==> config.mk <==
export PLATFORM = sky130hd
export DESIGN_NAME = efc_top
export DESIGN_NICKNAME = d
export VERILOG_FILES = /design/src/rtl/efc_pkg.sv /design/src/rtl/efc_pin_if.sv /design/src/rtl/efc_pin_watch.sv /design/src/rtl/efc_top.sv
export SDC_FILE = /design/constraint.sdc
export NUM_CORES = 1
export LEC_CHECK = 0
export ABC_AREA = 1
export BUFFER_PORTS_ARGS = -buffer_cell sky130_fd_sc_hd__buf_2
export CAP_MARGIN = 40
export CELL_PAD_IN_SITES_DETAIL_PLACEMENT = 0
export CELL_PAD_IN_SITES_GLOBAL_PLACEMENT = 1
export CORE_MARGIN = 4
export CORE_UTILIZATION = 40
export DETAILED_ROUTE_END_ITERATION = 12
export PLACE_DENSITY_LB_ADDON = 0.1
export REMOVE_ABC_BUFFERS = 1
export SKIP_CTS_REPAIR_TIMING = 1
export SYNTH_ARGS = -nofsm -noshare
export SYNTH_HDL_FRONTEND = slang
export SYNTH_SLANG_ARGS = --single-unit
==> constraint.sdc <==
create_clock -name i_clk -period 2.5 [get_ports i_clk]
set_clock_uncertainty 0.05 [all_clocks]
set_input_delay 0 -clock i_clk [delete_from_list [all_inputs] [get_ports i_clk]]
set_output_delay 0 -clock i_clk [all_outputs]
set_load 0.01 [all_outputs]
==> src/rtl/efc_pkg.sv <==
`default_nettype none

package efc_pkg;

  localparam int ADDR_W = 8;
  localparam int DATA_W = 32;
  localparam int ST_W   = 93;
  localparam int NPINS  = 3;
  localparam int NPORTS = 2;

  localparam logic [ADDR_W-1:0] OFF_FREEZE_CTL = 8'h40;
  localparam logic [ADDR_W-1:0] OFF_LOG_PORT   = 8'h44;
  localparam logic [ADDR_W-1:0] OFF_FES_W0     = 8'h80;
  localparam logic [ADDR_W-1:0] OFF_FES_W1     = 8'h84;
  localparam logic [ADDR_W-1:0] OFF_FES_W2     = 8'h88;

  localparam int FRZ_COR     = 0;
  localparam int FRZ_NCO     = 1;
  localparam int FRZ_FTL     = 2;
  localparam int FRZ_RSV_LSB = 4;
  localparam logic [4:0] FRZ_RSV_VAL = 5'h1F;
  localparam logic [2:0] FRZ_RESET   = 3'h0;

  localparam int LOG_FTL_BIT = 0;
  localparam int LOG_REC_BIT = 1;

  localparam int BIT_ILLEGAL  = 92;
  localparam int BIT_PROTOCOL = 91;
  localparam int BIT_BUS_INIT = 90;
  localparam int BIT_ADDR_PAR = 89;
  localparam int BIT_REQ_PAR  = 88;
  localparam int BIT_OUT_MBIT = 87;
  localparam int BIT_BUS_ERROR_SIGNAL_OBS = 85;
  localparam int BIT_SP_FTL   = 0;
  localparam int BIT_SP_UNC   = 2;
  localparam int BIT_SP_COR   = 4;

  localparam int PIN_COR = 0;
  localparam int PIN_UNC = 1;
  localparam int PIN_FTL = 2;

  localparam logic [ST_W-1:0] ONE = 93'h1;
  localparam logic [ST_W-1:0] FATAL_MASK = (ONE << BIT_ILLEGAL) | (ONE << BIT_PROTOCOL)
    | (ONE << BIT_BUS_INIT) | (ONE << BIT_ADDR_PAR) | (ONE << BIT_REQ_PAR)
    | (ONE << BIT_SP_FTL) | (ONE << (BIT_SP_FTL + 1));
  localparam logic [ST_W-1:0] UNC_MASK = (ONE << BIT_OUT_MBIT) | (ONE << BIT_BUS_ERROR_SIGNAL_OBS)
    | (ONE << BIT_SP_UNC) | (ONE << (BIT_SP_UNC + 1));
  localparam logic [ST_W-1:0] COR_MASK = (ONE << BIT_SP_COR) | (ONE << (BIT_SP_COR + 1));
  localparam logic [ST_W-1:0] REC_MASK = UNC_MASK | COR_MASK;
  localparam logic [ST_W-1:0] PIN_CLASS_MASK [NPINS] = '{COR_MASK, UNC_MASK, FATAL_MASK};

  localparam logic [2:0] SEEN_CYCLES = 3'h4;
  localparam logic [7:0] POISON_ECC_DEFAULT = 8'hFF;

endpackage

`default_nettype wire

==> src/rtl/efc_pin_if.sv <==
`timescale 1ns/1ps
`default_nettype none

interface efc_pin_if;
  logic pin_n;
  logic sample_en;
  logic capture;
  logic clear_req;
  logic seen;
  logic already;

  modport watch (input pin_n, input sample_en, input capture, input clear_req,
                 output seen, output already);
  modport ctrl  (output pin_n, output sample_en, output capture, output clear_req,
                 input seen, input already);
endinterface

`default_nettype wire

==> src/rtl/efc_pin_watch.sv <==
`timescale 1ns/1ps
`default_nettype none

module efc_pin_watch (
  input  wire logic   i_clk,
  input  wire logic   i_srst,
  input  wire logic   i_pwrup_srst,
  efc_pin_if.watch    pin
);

  logic       sync1_reg;
  logic       sync2_reg;
  logic [2:0] cnt_reg;
  logic       already_reg;

  // The pin is shared and open drain, so it is resynchronised before any use.
  always_ff @(posedge i_clk) begin
    if (i_srst) begin
      sync1_reg <= 1'b0;
      sync2_reg <= 1'b0;
    end else begin
      sync1_reg <= ~pin.pin_n;
      sync2_reg <= sync1_reg;
    end
  end

  always_ff @(posedge i_clk) begin
    if (i_srst || !pin.sample_en || !sync2_reg) begin
      cnt_reg <= 3'h0;
    end else if (cnt_reg != efc_pkg::SEEN_CYCLES) begin
      cnt_reg <= cnt_reg + 3'h1;
    end
  end

  assign pin.seen = (cnt_reg == efc_pkg::SEEN_CYCLES);

  // Only a power-up reset or a written one forgets which component drove the pin first.
  always_ff @(posedge i_clk) begin
    if (i_pwrup_srst) begin
      already_reg <= 1'b0;
    end else if (pin.capture && pin.seen) begin
      already_reg <= 1'b1;
    end else if (pin.clear_req) begin
      already_reg <= 1'b0;
    end
  end

  assign pin.already = already_reg;

  property p_latch_seen;
    @(posedge i_clk) disable iff (i_pwrup_srst)
    (pin.capture && pin.seen) |=> already_reg;
  endproperty
  a_latch_seen: assert property (p_latch_seen) else $error("pin seen not latched");

  property p_no_self_clear;
    @(posedge i_clk) disable iff (i_pwrup_srst)
    $fell(already_reg) |-> $past(pin.clear_req);
  endproperty
  a_no_self_clear: assert property (p_no_self_clear) else $error("already bit self cleared");

  property p_stop_sampling;
    @(posedge i_clk) disable iff (i_srst)
    !pin.sample_en [*2] |-> (cnt_reg == 3'h0) [*2];
  endproperty
  a_stop_sampling: assert property (p_stop_sampling) else $error("pin sampled while held");

  c_seen_latched: cover property (@(posedge i_clk) pin.capture && pin.seen);

endmodule

`default_nettype wire

==> src/rtl/efc_top.sv <==
// Overview of operation
// - Fatal freeze bit set: fatal error or pin freezes processor and port interfaces.
// - Non-correctable freeze bit set: uncorrectable error or pin freezes the interfaces.
// - Correctable freeze bit set: correctable error or pin freezes; freeze bits reset zero.
// - Every error is fatal, uncorrectable or correctable for flagging and logging.
// - At most one fatal and one recoverable first error are recorded.
// - Simultaneous errors of one type: only the most significant bit is flagged.
// - Log of a captured type holds until its status bit clears or power-up.
// - A port-detected first error records which scalability port holds the log.
// - First error of a type latches that type's error pin value.
// - Fatal pin asserted four cycles before own first fatal drive sets a flag.
// - Uncorrectable pin asserted four cycles before own drive sets a flag.
// - Correctable pin asserted four cycles before own drive sets a flag.
// - Fatal pin sampling stops at capture, resumes when all fatal bits clear.
// - Uncorrectable pin sampling resumes once all uncorrectable bits are clear.
// - Correctable pin sampling resumes once all correctable bits are clear.
// - Pin-already flags never self-clear; a written one clears them.
// - Illegal or unsupported bus transaction flags a fatal error.
// - Modified-line hit on explicit write-back flags a fatal protocol error.
// - Any agent asserting the bus init signal flags a fatal error.
// - Address parity error is fatal, yet a clean request still completes.
// - Request signal parity error flags a fatal error.
// - Outbound multi-bit data error: flag uncorrectable, poison check bits, forward.
// - Bus error signal seen but not driven by this device sets a flag.
`timescale 1ns/1ps
`default_nettype none

module efc_top #(
  parameter logic [7:0] POISON_ECC = efc_pkg::POISON_ECC_DEFAULT
) (
  input  wire logic                       i_clk,
  input  wire logic                       i_srst,
  input  wire logic                       i_pwrup_srst,
  input  wire logic [efc_pkg::ADDR_W-1:0] i_addr,
  input  wire logic [efc_pkg::DATA_W-1:0] i_wdata,
  input  wire logic                       i_wr,
  input  wire logic                       i_rd,
  output logic      [efc_pkg::DATA_W-1:0] o_rdata,
  input  wire logic                       i_req_valid,
  input  wire logic                       i_req_parity_err,
  input  wire logic                       i_addr_parity_err,
  input  wire logic                       i_illegal_txn,
  input  wire logic                       i_explicit_wb,
  input  wire logic                       i_modified_line_hit,
  input  wire logic                       i_bus_init_signal_n,
  input  wire logic                       i_bus_error_signal_n,
  input  wire logic                       i_bus_error_own,
  input  wire logic [efc_pkg::NPORTS-1:0] i_sp_fatal_err,
  input  wire logic [efc_pkg::NPORTS-1:0] i_sp_unc_err,
  input  wire logic [efc_pkg::NPORTS-1:0] i_sp_cor_err,
  input  wire logic                       i_out_valid,
  input  wire logic [63:0]                i_out_data,
  input  wire logic [7:0]                 i_out_ecc,
  input  wire logic                       i_out_mbit_err,
  input  wire logic                       i_out_firmware_hub,
  output logic                            o_fwd_valid,
  output logic      [63:0]                o_fwd_data,
  output logic      [7:0]                 o_fwd_ecc,
  output logic                            o_fwd_firmware_hub,
  output logic                            o_req_complete,
  output logic                            o_freeze,
  input  wire logic [efc_pkg::NPINS-1:0]  i_err_pin_n,
  output logic      [efc_pkg::NPINS-1:0]  o_err_pin_o,
  output logic      [efc_pkg::NPINS-1:0]  o_err_pin_oe
);

  localparam int ST_W = efc_pkg::ST_W;

  logic [2:0]                      frz_ctl_reg;
  logic [ST_W-1:0]                 stat_reg;
  logic [ST_W-1:0]                 stat_next;
  logic [ST_W-1:0]                 ev;
  logic [ST_W-1:0]                 fat_set;
  logic [ST_W-1:0]                 rec_set;
  logic [95:0]                     clr_full;
  logic [95:0]                     full_view;
  logic                            ftl_port_reg;
  logic                            rec_port_reg;
  logic                            freeze_reg;
  logic                            frz_trig;
  logic [efc_pkg::NPINS-1:0]       oe_reg;
  logic [efc_pkg::NPINS-1:0]       cap;
  logic [efc_pkg::NPINS-1:0]       seen;
  logic [efc_pkg::NPINS-1:0]       already;
  logic [efc_pkg::DATA_W-1:0]      rdata_reg;
  logic                            init_s1_reg;
  logic                            init_s2_reg;
  logic                            bus_error_signal_s1_reg;
  logic                            bus_error_signal_s2_reg;
  logic [1:0]                      own_dly_reg;
  logic                            fwd_valid_reg;
  logic [63:0]                     fwd_data_reg;
  logic [7:0]                      fwd_ecc_reg;
  logic                            fwd_fwh_reg;
  logic                            fat_empty;
  logic                            rec_empty;

  function automatic logic [ST_W-1:0] msb_only(input logic [ST_W-1:0] v);
    logic [ST_W-1:0] r;
    logic            found;
    r     = '0;
    found = 1'b0;
    for (int i = ST_W - 1; i >= 0; i--) begin
      if (v[i] && !found) begin
        r[i]  = 1'b1;
        found = 1'b1;
      end
    end
    return r;
  endfunction

  // Bus-side pins from other agents are resynchronised before use.
  always_ff @(posedge i_clk) begin
    if (i_srst) begin
      init_s1_reg <= 1'b0;
      init_s2_reg <= 1'b0;
      bus_error_signal_s1_reg <= 1'b0;
      bus_error_signal_s2_reg <= 1'b0;
      own_dly_reg <= 2'h0;
    end else begin
      init_s1_reg <= ~i_bus_init_signal_n;
      init_s2_reg <= init_s1_reg;
      bus_error_signal_s1_reg <= ~i_bus_error_signal_n;
      bus_error_signal_s2_reg <= bus_error_signal_s1_reg;
      // Own drive is delayed to line up with the synchronised pin level.
      own_dly_reg <= {own_dly_reg[0], i_bus_error_own};
    end
  end

  always_comb begin
    ev = '0;
    ev[efc_pkg::BIT_ILLEGAL]  = i_illegal_txn;
    ev[efc_pkg::BIT_PROTOCOL] = i_explicit_wb && i_modified_line_hit;
    ev[efc_pkg::BIT_BUS_INIT] = init_s2_reg;
    ev[efc_pkg::BIT_ADDR_PAR] = i_req_valid && i_addr_parity_err;
    ev[efc_pkg::BIT_REQ_PAR]  = i_req_valid && i_req_parity_err;
    ev[efc_pkg::BIT_OUT_MBIT] = i_out_valid && i_out_mbit_err;
    ev[efc_pkg::BIT_BUS_ERROR_SIGNAL_OBS] = bus_error_signal_s2_reg && !own_dly_reg[1];
    for (int k = 0; k < efc_pkg::NPORTS; k++) begin
      ev[efc_pkg::BIT_SP_FTL + k] = i_sp_fatal_err[k];
      ev[efc_pkg::BIT_SP_UNC + k] = i_sp_unc_err[k];
      ev[efc_pkg::BIT_SP_COR + k] = i_sp_cor_err[k];
    end
  end

  // A new first error is taken only while its type holds none.
  assign fat_empty = ((stat_reg & efc_pkg::FATAL_MASK) == '0);
  assign rec_empty = ((stat_reg & efc_pkg::REC_MASK) == '0);
  assign fat_set = fat_empty ? msb_only(ev & efc_pkg::FATAL_MASK) : '0;
  assign rec_set = rec_empty ? msb_only(ev & efc_pkg::REC_MASK) : '0;

  // Status write-one-to-clear, word by word.
  always_comb begin
    clr_full = '0;
    if (i_wr) begin
      unique case (i_addr)
        efc_pkg::OFF_FES_W0: clr_full[31:0]  = i_wdata;
        efc_pkg::OFF_FES_W1: clr_full[63:32] = i_wdata;
        efc_pkg::OFF_FES_W2: clr_full[95:64] = i_wdata;
        default:             clr_full        = '0;
      endcase
    end
  end

  // A set in the same cycle as its clear wins, but an error in the cycle that clears its type's held one is not taken.
  assign stat_next = (stat_reg & ~clr_full[ST_W-1:0]) | fat_set | rec_set;

  always_ff @(posedge i_clk) begin
    if (i_pwrup_srst) begin
      stat_reg <= '0;
    end else begin
      stat_reg <= stat_next;
    end
  end

  // Port log pointers only move on a new capture of their type.
  always_ff @(posedge i_clk) begin
    if (i_pwrup_srst) begin
      ftl_port_reg <= 1'b0;
      rec_port_reg <= 1'b0;
    end else begin
      if (fat_set[efc_pkg::BIT_SP_FTL +: efc_pkg::NPORTS] != '0) begin
        ftl_port_reg <= fat_set[efc_pkg::BIT_SP_FTL + 1];
      end
      if ((rec_set[efc_pkg::BIT_SP_UNC +: efc_pkg::NPORTS] != '0)
          || (rec_set[efc_pkg::BIT_SP_COR +: efc_pkg::NPORTS] != '0)) begin
        rec_port_reg <= rec_set[efc_pkg::BIT_SP_UNC + 1]
                     || rec_set[efc_pkg::BIT_SP_COR + 1];
      end
    end
  end

  always_ff @(posedge i_clk) begin
    if (i_srst || i_pwrup_srst) begin
      frz_ctl_reg <= efc_pkg::FRZ_RESET;
    end else if (i_wr && (i_addr == efc_pkg::OFF_FREEZE_CTL)) begin
      frz_ctl_reg <= i_wdata[2:0];
    end
  end

  // Pins seen asserted also freeze: another agent may have found the error.
  assign frz_trig =
      (frz_ctl_reg[efc_pkg::FRZ_FTL] && (((ev & efc_pkg::FATAL_MASK) != '0)
        || seen[efc_pkg::PIN_FTL]))
   || (frz_ctl_reg[efc_pkg::FRZ_NCO] && (((ev & efc_pkg::UNC_MASK) != '0)
        || seen[efc_pkg::PIN_UNC]))
   || (frz_ctl_reg[efc_pkg::FRZ_COR] && (((ev & efc_pkg::COR_MASK) != '0)
        || seen[efc_pkg::PIN_COR]));

  // Freeze holds until a reset; software cannot thaw a stopped interface.
  always_ff @(posedge i_clk) begin
    if (i_srst || i_pwrup_srst) begin
      freeze_reg <= 1'b0;
    end else if (frz_trig) begin
      freeze_reg <= 1'b1;
    end
  end

  assign o_freeze = freeze_reg;
  assign o_req_complete = i_req_valid && !i_req_parity_err && !freeze_reg;

  // Error pins: driven low while the matching class holds a first error.
  always_ff @(posedge i_clk) begin
    if (i_pwrup_srst) begin
      oe_reg <= '0;
    end else begin
      for (int k = 0; k < efc_pkg::NPINS; k++) begin
        oe_reg[k] <= ((stat_next & efc_pkg::PIN_CLASS_MASK[k]) != '0);
      end
    end
  end

  assign o_err_pin_oe = oe_reg;
  assign o_err_pin_o  = '0;

  generate
    for (genvar g = 0; g < efc_pkg::NPINS; g++) begin : g_pin
      efc_pin_if pif ();
      assign pif.pin_n     = i_err_pin_n[g];
      assign pif.sample_en = ((stat_reg & efc_pkg::PIN_CLASS_MASK[g]) == '0);
      assign pif.capture   = (((fat_set | rec_set) & efc_pkg::PIN_CLASS_MASK[g]) != '0);
      assign pif.clear_req = clr_full[ST_W + g];
      assign seen[g]       = pif.seen;
      assign already[g]    = pif.already;
      assign cap[g]        = pif.capture;
      efc_pin_watch u_watch (
        .i_clk        (i_clk),
        .i_srst       (i_srst),
        .i_pwrup_srst (i_pwrup_srst),
        .pin          (pif.watch)
      );
    end
  endgenerate

  // Outbound data always goes on; a bad word is marked rather than dropped.
  always_ff @(posedge i_clk) begin
    if (i_srst) begin
      fwd_valid_reg <= 1'b0;
      fwd_data_reg  <= 64'h0;
      fwd_ecc_reg   <= 8'h00;
      fwd_fwh_reg   <= 1'b0;
    end else begin
      fwd_valid_reg <= i_out_valid;
      fwd_data_reg  <= i_out_data;
      fwd_ecc_reg   <= i_out_mbit_err ? POISON_ECC : i_out_ecc;
      fwd_fwh_reg   <= i_out_firmware_hub;
    end
  end

  assign o_fwd_valid        = fwd_valid_reg;
  assign o_fwd_data         = fwd_data_reg;
  assign o_fwd_ecc          = fwd_ecc_reg;
  assign o_fwd_firmware_hub = fwd_fwh_reg;

  assign full_view = {already, stat_reg};

  // Read data stand only in the cycle after the strobe.
  always_ff @(posedge i_clk) begin
    if (i_srst) begin
      rdata_reg <= '0;
    end else if (i_rd) begin
      unique case (i_addr)
        efc_pkg::OFF_FREEZE_CTL: begin
          rdata_reg <= '0;
          rdata_reg[2:0] <= frz_ctl_reg;
          rdata_reg[efc_pkg::FRZ_RSV_LSB +: 5] <= efc_pkg::FRZ_RSV_VAL;
        end
        efc_pkg::OFF_LOG_PORT: begin
          rdata_reg <= '0;
          rdata_reg[efc_pkg::LOG_FTL_BIT] <= ftl_port_reg;
          rdata_reg[efc_pkg::LOG_REC_BIT] <= rec_port_reg;
        end
        efc_pkg::OFF_FES_W0: rdata_reg <= full_view[31:0];
        efc_pkg::OFF_FES_W1: rdata_reg <= full_view[63:32];
        efc_pkg::OFF_FES_W2: rdata_reg <= full_view[95:64];
        default:             rdata_reg <= '0;
      endcase
    end else begin
      rdata_reg <= '0;
    end
  end

  assign o_rdata = rdata_reg;

  property p_frz_ftl;
    @(posedge i_clk) disable iff (i_srst || i_pwrup_srst)
    (frz_ctl_reg[efc_pkg::FRZ_FTL] && i_illegal_txn) |=> o_freeze [*3];
  endproperty
  a_frz_ftl: assert property (p_frz_ftl) else $error("no freeze on fatal");

  property p_frz_nco;
    @(posedge i_clk) disable iff (i_srst || i_pwrup_srst)
    (frz_ctl_reg[efc_pkg::FRZ_NCO] && i_out_valid && i_out_mbit_err) |=> o_freeze;
  endproperty
  a_frz_nco: assert property (p_frz_nco) else $error("no freeze on uncorrectable");

  property p_frz_cor;
    @(posedge i_clk) disable iff (i_srst || i_pwrup_srst)
    (frz_ctl_reg == 3'h1 && !seen[efc_pkg::PIN_FTL] && !seen[efc_pkg::PIN_UNC]
      && !seen[efc_pkg::PIN_COR] && (ev == '0) && !o_freeze) |=> !o_freeze;
  endproperty
  a_frz_cor: assert property (p_frz_cor) else $error("freeze without cause");

  property p_one_each;
    @(posedge i_clk) disable iff (i_pwrup_srst)
    $onehot0(stat_reg & efc_pkg::FATAL_MASK) && $onehot0(stat_reg & efc_pkg::REC_MASK);
  endproperty
  a_one_each: assert property (p_one_each) else $error("more than one first error");

  property p_msb_wins;
    @(posedge i_clk) disable iff (i_pwrup_srst)
    (fat_empty && ev[efc_pkg::BIT_PROTOCOL] && ev[efc_pkg::BIT_REQ_PAR] && !i_illegal_txn)
      |=> stat_reg[efc_pkg::BIT_PROTOCOL] && !stat_reg[efc_pkg::BIT_REQ_PAR];
  endproperty
  a_msb_wins: assert property (p_msb_wins) else $error("lower error flagged");

  property p_log_hold;
    @(posedge i_clk) disable iff (i_pwrup_srst)
    (!fat_empty ##1 !fat_empty) |-> $stable(ftl_port_reg);
  endproperty
  a_log_hold: assert property (p_log_hold) else $error("fatal log moved");

  property p_bus_init;
    @(posedge i_clk) disable iff (i_pwrup_srst)
    (init_s2_reg && fat_empty && !i_illegal_txn && !ev[efc_pkg::BIT_PROTOCOL])
      |=> stat_reg[efc_pkg::BIT_BUS_INIT];
  endproperty
  a_bus_init: assert property (p_bus_init) else $error("bus init not flagged");

  property p_bus_error_signal_obs;
    @(posedge i_clk) disable iff (i_pwrup_srst)
    (rec_empty && bus_error_signal_s2_reg && !own_dly_reg[1] && !ev[efc_pkg::BIT_OUT_MBIT])
      |=> stat_reg[efc_pkg::BIT_BUS_ERROR_SIGNAL_OBS];
  endproperty
  a_bus_error_signal_obs: assert property (p_bus_error_signal_obs) else $error("bus error not flagged");

  property p_poison;
    @(posedge i_clk) disable iff (i_srst)
    (i_out_valid && i_out_mbit_err) |=> (o_fwd_valid && o_fwd_ecc == POISON_ECC);
  endproperty
  a_poison: assert property (p_poison) else $error("bad data not poisoned");

  property p_req_done;
    @(posedge i_clk) disable iff (i_srst || i_pwrup_srst)
    (i_req_valid && i_addr_parity_err && !i_req_parity_err && !o_freeze) |-> o_req_complete;
  endproperty
  a_req_done: assert property (p_req_done) else $error("clean request dropped");

  property p_pin_drive;
    @(posedge i_clk) disable iff (i_pwrup_srst)
    cap[efc_pkg::PIN_FTL] |=> o_err_pin_oe[efc_pkg::PIN_FTL];
  endproperty
  a_pin_drive: assert property (p_pin_drive) else $error("fatal pin not driven");

  c_freeze: cover property (@(posedge i_clk) $rose(o_freeze));
  c_both_first: cover property (@(posedge i_clk) !fat_empty && !rec_empty);
  c_bus_error_signal: cover property (@(posedge i_clk) ev[efc_pkg::BIT_BUS_ERROR_SIGNAL_OBS]);
  c_poison: cover property (@(posedge i_clk) i_out_valid && i_out_mbit_err);

endmodule

`default_nettype wire

==> run summary, run 1 <==
Mean Syn Cell Area = 7.972 sq um
Chip Width = 153.7 um
WL final = 24570 um
WL per Instance = 14.03 um
Switching power = 1862 uW
Number of max-slew violations in the final report = 0
Detailed route wirelength on metal2 = 11490 um
Number of design-rule violations left by the first detailed-router iteration = 337
Final setup fails = 0
Power per standard cell area = 678.0 nW/um^2
Min-delay worst type = in2reg
VDD IR max = 0.5146 mV
Total CTS buffers = 26
Final Cell Area = 12250 sq um
Switching part of the total power = 22.41%
Minimum period implied by the final worst setup slack = 2.147 ns
Cell area after synthesis = 8491 sq um
Cell-by-cell trace of the critical path = nor2_1, nand2_1, nor2b_1, nand3_1, dlygate4sd3_1, a21oi_1, or2_1
DRC viols = 0
Final design utilization = 58.46%
Fraction of synthesized cell area taken by the top area cell type = 54.70%
CP Capture Type = flop
Crit path kind = reg2reg
Sequential share of power = 46.2%
Main area contributors after synthesis = sky130_fd_sc_hd__dfxtp_1 55%, sky130_fd_sc_hd__inv_1 8.8%, sky130_fd_sc_hd__nand2_1 8.8%
Number of antenna violations at the first check in global routing = 2
TritonCTS clock tree = built
Standby leakage power = 0.006531 uW
Async set-or-reset flop fraction in the synthesized netlist = 0%
Endpoint required time on the critical path = 2.91 ns
Area growth, synth to finish = 44.28%
Cell count after synthesis = 1065
Std-Cell Rows = 53
GRT Residual Overflow = 0
Final period util = 85.89%
Most frequent cells after synthesis = 232 x sky130_fd_sc_hd__dfxtp_1, 198 x sky130_fd_sc_hd__inv_1, 198 x sky130_fd_sc_hd__nand2_1
Post-route met1 wirelength = 10750 um
Detailed-route vias per instance = 4.426
Core Box Area = 20960 sq um
Clock-pin slew on the worst setup and hold paths = 0.06 ns
First drt pass iteration count = 5
Number of distinct library cells after synthesis = 38
Total internal power = 6445 uW
Latest clock arrival within the worst-skew pair = 0.52 ns
Half-perimeter wire length of the detailed placement result = 16090 um
Max layer used = met4
Worst Path Max Fanout = 10
Global routing usage summed across all routing layers = 18.76%
Pin count of the biggest net entering global routing = 87
Critical Path Source Type = flop
CP peak stage delay = 0.61 ns
Cell taking the most area after synthesis = sky130_fd_sc_hd__dfxtp_1
IO buf count = 248
Most repeated cell in the gate-level netlist after synthesis = sky130_fd_sc_hd__dfxtp_1
Synth Register Bits = 232
Total number of H-tree levels = 1
Area of placed instances = 9908 sq um
Count of flip-flops with a built-in enable after synthesis = 0
Number of sinks on the clock net = 232
Worst-case hold slack = -0.06978 ns
Slowest cell on crit path = sky130_fd_sc_hd__dlygate4sd3_1
Count of maximum capacitance violations = 0
Wire length on met3 = 1906 um
Die Y-Extent = 153.7 um
Die Footprint = 23620 sq um
Vias after detailed routing = 7750
Yosys warns = 0
Main flop type after synthesis = sky130_fd_sc_hd__dfxtp_1
Violations in the final reports = negative hold slack
CTS root buf = sky130_fd_sc_hd__clkbuf_16
Vias in the first global route = 7128
Share of total power in combinational logic = 9.0%
IO Pins = 252
Worst-case clock buffer depth = 3
Final hold violation count = 5
Starting density of the core = 40.52%
Nets@finish = 1600
Wire length of the first global-routing pass = 36380 um
Layout cell share with drive strength beyond 1 = 22.18%
Transition time of the tightest slew-check pin = 0.8632 ns
Rel. slew slack = 42.45%
Register area share after synthesis = 54.70%
Run status = finished with violations
Fmax = 0.4657 GHz
Power share of the clock group = 44.8%
Unrepaired setup endpoints after global routing = false
Arrival time reported for the critical path endpoint = 2.55 ns
Placer's final routability congestion estimate = 0.7493
Setup tns final = 0 ns
Max reg flops = 93
ANT nets after route = 0
-- path summary, 6_finish.rpt --
check,end,slack (ns),cells past startpoint,from
max,o_err_pin_oe[0],0.35,7,stat_reg[85]
min,stat_reg[88],-0.07,6,i_explicit_wb
max reg2reg,o_err_pin_oe[0],0.35,7,stat_reg[85]
min reg2reg,init_s2_reg,0.35,2,init_s1_reg
-- worst max-delay path: cells and delay by family (launching register included) --
family,cells,cell delay (ns)
AO/OA/AOI/OAI,1,0.16
buffers and inverters,1,0.61
flip-flops,1,0.32
AND/OR/NAND/NOR,5,0.95
-- layout make-up --
cell class              instances  area (sq um)
diodes                          2         5.005
clock buffers                  43         805.8
clock inverters                 3         40.04
fillers                      1948          8705
inverters                     202         763.2
multi-input cells             585          2825
flip-flops and latches        232          4644
well taps                     275         344.1
repair buffers                409          2823
-- power by group through the flow --
stage	logic (uW)	registers, uW	clock network [uW]
after floorplan	221	3950	0
after global placement	568	3910	0
after detailed placement	569	3910	0
after CTS	570	3830	3820
after global routing	838	3840	3970
final	749	3830	3720
-- layout by cell type (no fill, tap or decap), types with 3 or more instances in the layout --
cell                            netlist  routed
sky130_fd_sc_hd__nand2_1            198     198
sky130_fd_sc_hd__a211oi_1             3       3
sky130_fd_sc_hd__nor2_4               3       3
sky130_fd_sc_hd__clkbuf_1            23       9
sky130_fd_sc_hd__nor3_1               3       3
sky130_fd_sc_hd__dfxtp_1            232     232
sky130_fd_sc_hd__nand2_2              5       5
sky130_fd_sc_hd__buf_2               11     248
sky130_fd_sc_hd__o211ai_1            46      46
sky130_fd_sc_hd__nand4_1              6       6
sky130_fd_sc_hd__conb_1               1       3
sky130_fd_sc_hd__o21ai_1              7       7
sky130_fd_sc_hd__clkbuf_16            0      27
sky130_fd_sc_hd__clkbuf_8             0       7
sky130_fd_sc_hd__buf_4                7      12
sky130_fd_sc_hd__o211ai_2            10      10
sky130_fd_sc_hd__a21oi_1             42      42
sky130_fd_sc_hd__inv_2                3       4
sky130_fd_sc_hd__o21ai_0             37      37
sky130_fd_sc_hd__nor2_1             160     160
sky130_fd_sc_hd__ha_1                 6       6
sky130_fd_sc_hd__inv_1              198     197
sky130_fd_sc_hd__dlygate4sd3_1        0     149
sky130_fd_sc_hd__nand3_1             38      38
-- through the flow --
step	instances	total power, uW	hold slack [ns]	setup slack, ns
2_1_floorplan	1019	4171	-0.002469	0.8438
3_3_place_gp	1554	4480	0.1026	0.7170
3_5_place_dp	1554	4481	0.1040	0.6898
4_1_cts	1600	8222	-0.4512	0.8299
5_1_grt	1751	8648	0.004597	0.1535
6_report	1751	8306	-0.06978	0.3526
-- routing by layer --
| layer | global-route usage, % | vias up |
|---|---|---|
| met5 | 0 | - |
| met4 | 3.827 | 0 |
| met3 | 7.374 | 37 |
| met2 | 31.54 | 231 |
| met1 | 22.98 | 3443 |
| li1 | - | 4039 |
-- cells by family after synthesis --
logic type      Yosys count  share of synthesized area, %
flops                   232                         54.70
fa+ha+maj                 6                        0.8841
xor+xnor                  3                        0.3095
other cells               1                       0.04417
compound gates          150                         11.57
buf+inv                 250                         12.11
simple gates            423                         20.38
(Power assumes the default switching activity.)
==> run 2, diff against run 1 <==
--- a/config.mk
+++ b/config.mk
@@ -13,7 +13,7 @@
 export CORE_MARGIN = 4
 export CORE_UTILIZATION = 40
 export DETAILED_ROUTE_END_ITERATION = 12
-export PLACE_DENSITY_LB_ADDON = 0.1
+export PLACE_DENSITY_LB_ADDON = 0.25
 export REMOVE_ABC_BUFFERS = 1
 export SKIP_CTS_REPAIR_TIMING = 1
 export SYNTH_ARGS = -nofsm -noshare
==> run summary, run 2 (synthesis gave the netlist of run 1 again) <==
Run status = finished with violations
Violations in the final reports = negative hold slack
TritonCTS clock tree = built
Cell-by-cell trace of the critical path = dlygate4sd3_1, buf_2, nand2_1, dlygate4sd3_1, nand2_1, dlygate4sd3_1, inv_1, nand4_1, nand2_1, o21ai_0, a21oi_1
Endpoint required time on the critical path = 2.82 ns (-0.09 ns)
IO buf count = 248 (unchanged)
Final design utilization = 58.49% (about the same)
Total number of H-tree levels = 1 (unchanged)
Setup tns final = 0 ns (unchanged)
Arrival time reported for the critical path endpoint = 2.60 ns (+0.05 ns)
Clock-pin slew on the worst setup and hold paths = 0.06 ns (about the same)
Worst-case setup slack after placement = 0.6319 ns (-0.05791 ns)
Standby leakage power = 0.006516 uW (-0.23%)
IO Pins = 252 (unchanged)
Rel. slew slack = 44.09% (+1.6 points)
Latest clock arrival within the worst-skew pair = 0.53 ns (about the same)
Unrepaired setup endpoints after global routing = false
Std-Cell Rows = 53 (unchanged)
Half-perimeter wire length of the detailed placement result = 16050 um (-0.24%)
PnR Total Power = 8418 uW (+1.3%)
Vias in the first global route = 6887 (-3.4%)
CTS root buf = sky130_fd_sc_hd__clkbuf_16
Detailed-route vias per instance = 4.487 (+1.4%)
Filler instances = 1925 (-1.2%)
Count of maximum capacitance violations = 0 (unchanged)
Final hold violation count = 5 (unchanged)
Final setup fails = 0 (unchanged)
Worst Path Max Fanout = 3 (-7)
Slowest cell on crit path = sky130_fd_sc_hd__dlygate4sd3_1
Min-delay worst type = in2reg
Area growth, synth to finish = 44.36% (about the same)
Global routing usage summed across all routing layers = 18.56% (-0.21 points)
Number of design-rule violations left by the first detailed-router iteration = 308 (-8.6%)
Crit path kind = in2reg
GRT Residual Overflow = 0 (unchanged)
First drt pass iteration count = 5 (unchanged)
Number of max-slew violations in the final report = 0 (unchanged)
Most used cells in the layout excluding fill and tap cells = 248 x sky130_fd_sc_hd__buf_2, 232 x sky130_fd_sc_hd__dfxtp_1, 198 x sky130_fd_sc_hd__nand2_1, 197 x sky130_fd_sc_hd__inv_1, 160 x sky130_fd_sc_hd__nor2_1
WL per Instance = 14.27 um (+1.7%)
Transition time of the tightest slew-check pin = 0.8387 ns (-0.02453 ns)
Max reg flops = 93 (unchanged)
Core Box Area = 20960 sq um (unchanged)
CP delay by family, top = buffers and inverters
Wire length of the first global-routing pass = 35980 um (-1.1%)
CP Capture Type = flop
Die Y-Extent = 153.7 um (unchanged)
Critical R2R Launch = stat_reg[4]
Leading cell type in the layout, fill and taps excluded = sky130_fd_sc_hd__buf_2
Minimum period implied by the final worst setup slack = 2.273 ns (+0.1260 ns)
Multi-input logic area = 2825 sq um (unchanged)
Hold Crit Start = i_explicit_wb
Placer's final routability congestion estimate = 0.7784 (+3.9%)
Register-to-register setup slack = 0.25 ns (-0.10 ns)
Worst-case clock buffer depth = 3 (unchanged)
Fmax = 0.4399 GHz (-5.5%)
Critical Path Source Type = primary input
Power per standard cell area = 686.8 nW/um^2 (+1.3%)
Final period util = 90.94% (+5.0 points)
Length in cells of the worst reg-to-reg path = 5 (-2)
Total area of sequential cells = 4644 sq um (unchanged)
Pin count of the biggest net entering global routing = 87 (unchanged)
Layout cell share with drive strength beyond 1 = 22.26% (+0.076 points)
Combined buffer and inverter count along the critical path = 5 (+4)
Die Footprint = 23620 sq um (unchanged)
VDD IR max = 0.4972 mV (-3.4%)
ANT nets after route = 0 (unchanged)
WL final = 24920 um (+1.4%)
Final critical-path setup slack = 0.2266 ns (-0.1260 ns)
CP peak stage delay = 0.57 ns (-0.04 ns)
DRC viols = 0 (unchanged)
Nets@finish = 1596 (-0.25%)
Total CTS buffers = 26 (unchanged)
Chip Width = 153.7 um (unchanged)
Post-Place Cells = 1551 (-0.19%)
Min-Delay Path Depth = 6 (unchanged)
Worst-case hold slack = -0.05827 ns (+0.01151 ns)
Number of cells in the finished layout apart from fillers = 1746 (-0.29%)
Vias after detailed routing = 7834 (+1.1%)
Number of antenna violations at the first check in global routing = 2 (unchanged)
Starting density of the core = 40.52% (unchanged)
Number of sinks on the clock net = 232 (unchanged)
Endpoint of the worst hold-timing path = stat_reg[88]
Endpoint of the lowest-slack register-to-register path = stat_reg[5]
run 2: worst reg2reg max path: stages (launching register included):
cell and delay [ns]:
sky130_fd_sc_hd__dfxtp_1 0.32, sky130_fd_sc_hd__nor2_1 0.23, sky130_fd_sc_hd__nor2b_1 0.55, sky130_fd_sc_hd__nand3_1 0.25, sky130_fd_sc_hd__a21oi_1 0.23, sky130_fd_sc_hd__dlygate4sd3_1 0.56
run 2: worst max path at each step:
stage | slack, ns | cells after the start | start | end
6_report | 0.23 | 11 | i_req_valid | g_pin[2].u_watch.pin.already
5_1_grt | 0.06 | 11 | i_req_valid | g_pin[2].u_watch.pin.already
4_1_cts | 0.69 | 5 | stat_reg[4] | rec_port_reg
3_5_place_dp | 0.63 | 11 | i_addr[0] | o_rdata[24]
3_3_place_gp | 0.55 | 10 | i_addr[3] | o_rdata[6]
2_1_floorplan | 0.84 | 9 | i_addr[6] | o_rdata[25]
run 2: through the flow:
stage / hold slack [ns] / area [sq um]
after global routing: 0.002023 / 12260
after detailed placement: 0.1064 / 9898
after floorplan: -0.002469 / 8233
after CTS: -0.4531 / 10770
after global placement: 0.1031 / 9891
final: -0.05827 / 12260
run 2: power breakdown:
group	internal, uW	switching [uW]	total, uW
combinational	364	397	760
sequential	3800	34.8	3830
clock	2360	1460	3820
total	6520	1890	8420
run 2: layout make-up:
class	instances	share of cell area, %
antenna	2	0.04083
inverter	202	6.227
timing repair buffer	405	22.87
sequential	232	37.89
clock inverter	9	1.092
tap	275	2.807
clock buffer	36	6.023
multi-input combinational	585	23.05
run 2: per-layer routing:
metal	GRT usage, %	wire [um]
met1	23.20	10690
met4	4.037	432
met5	0	0
met3	6.642	1993
met2	31.00	11810
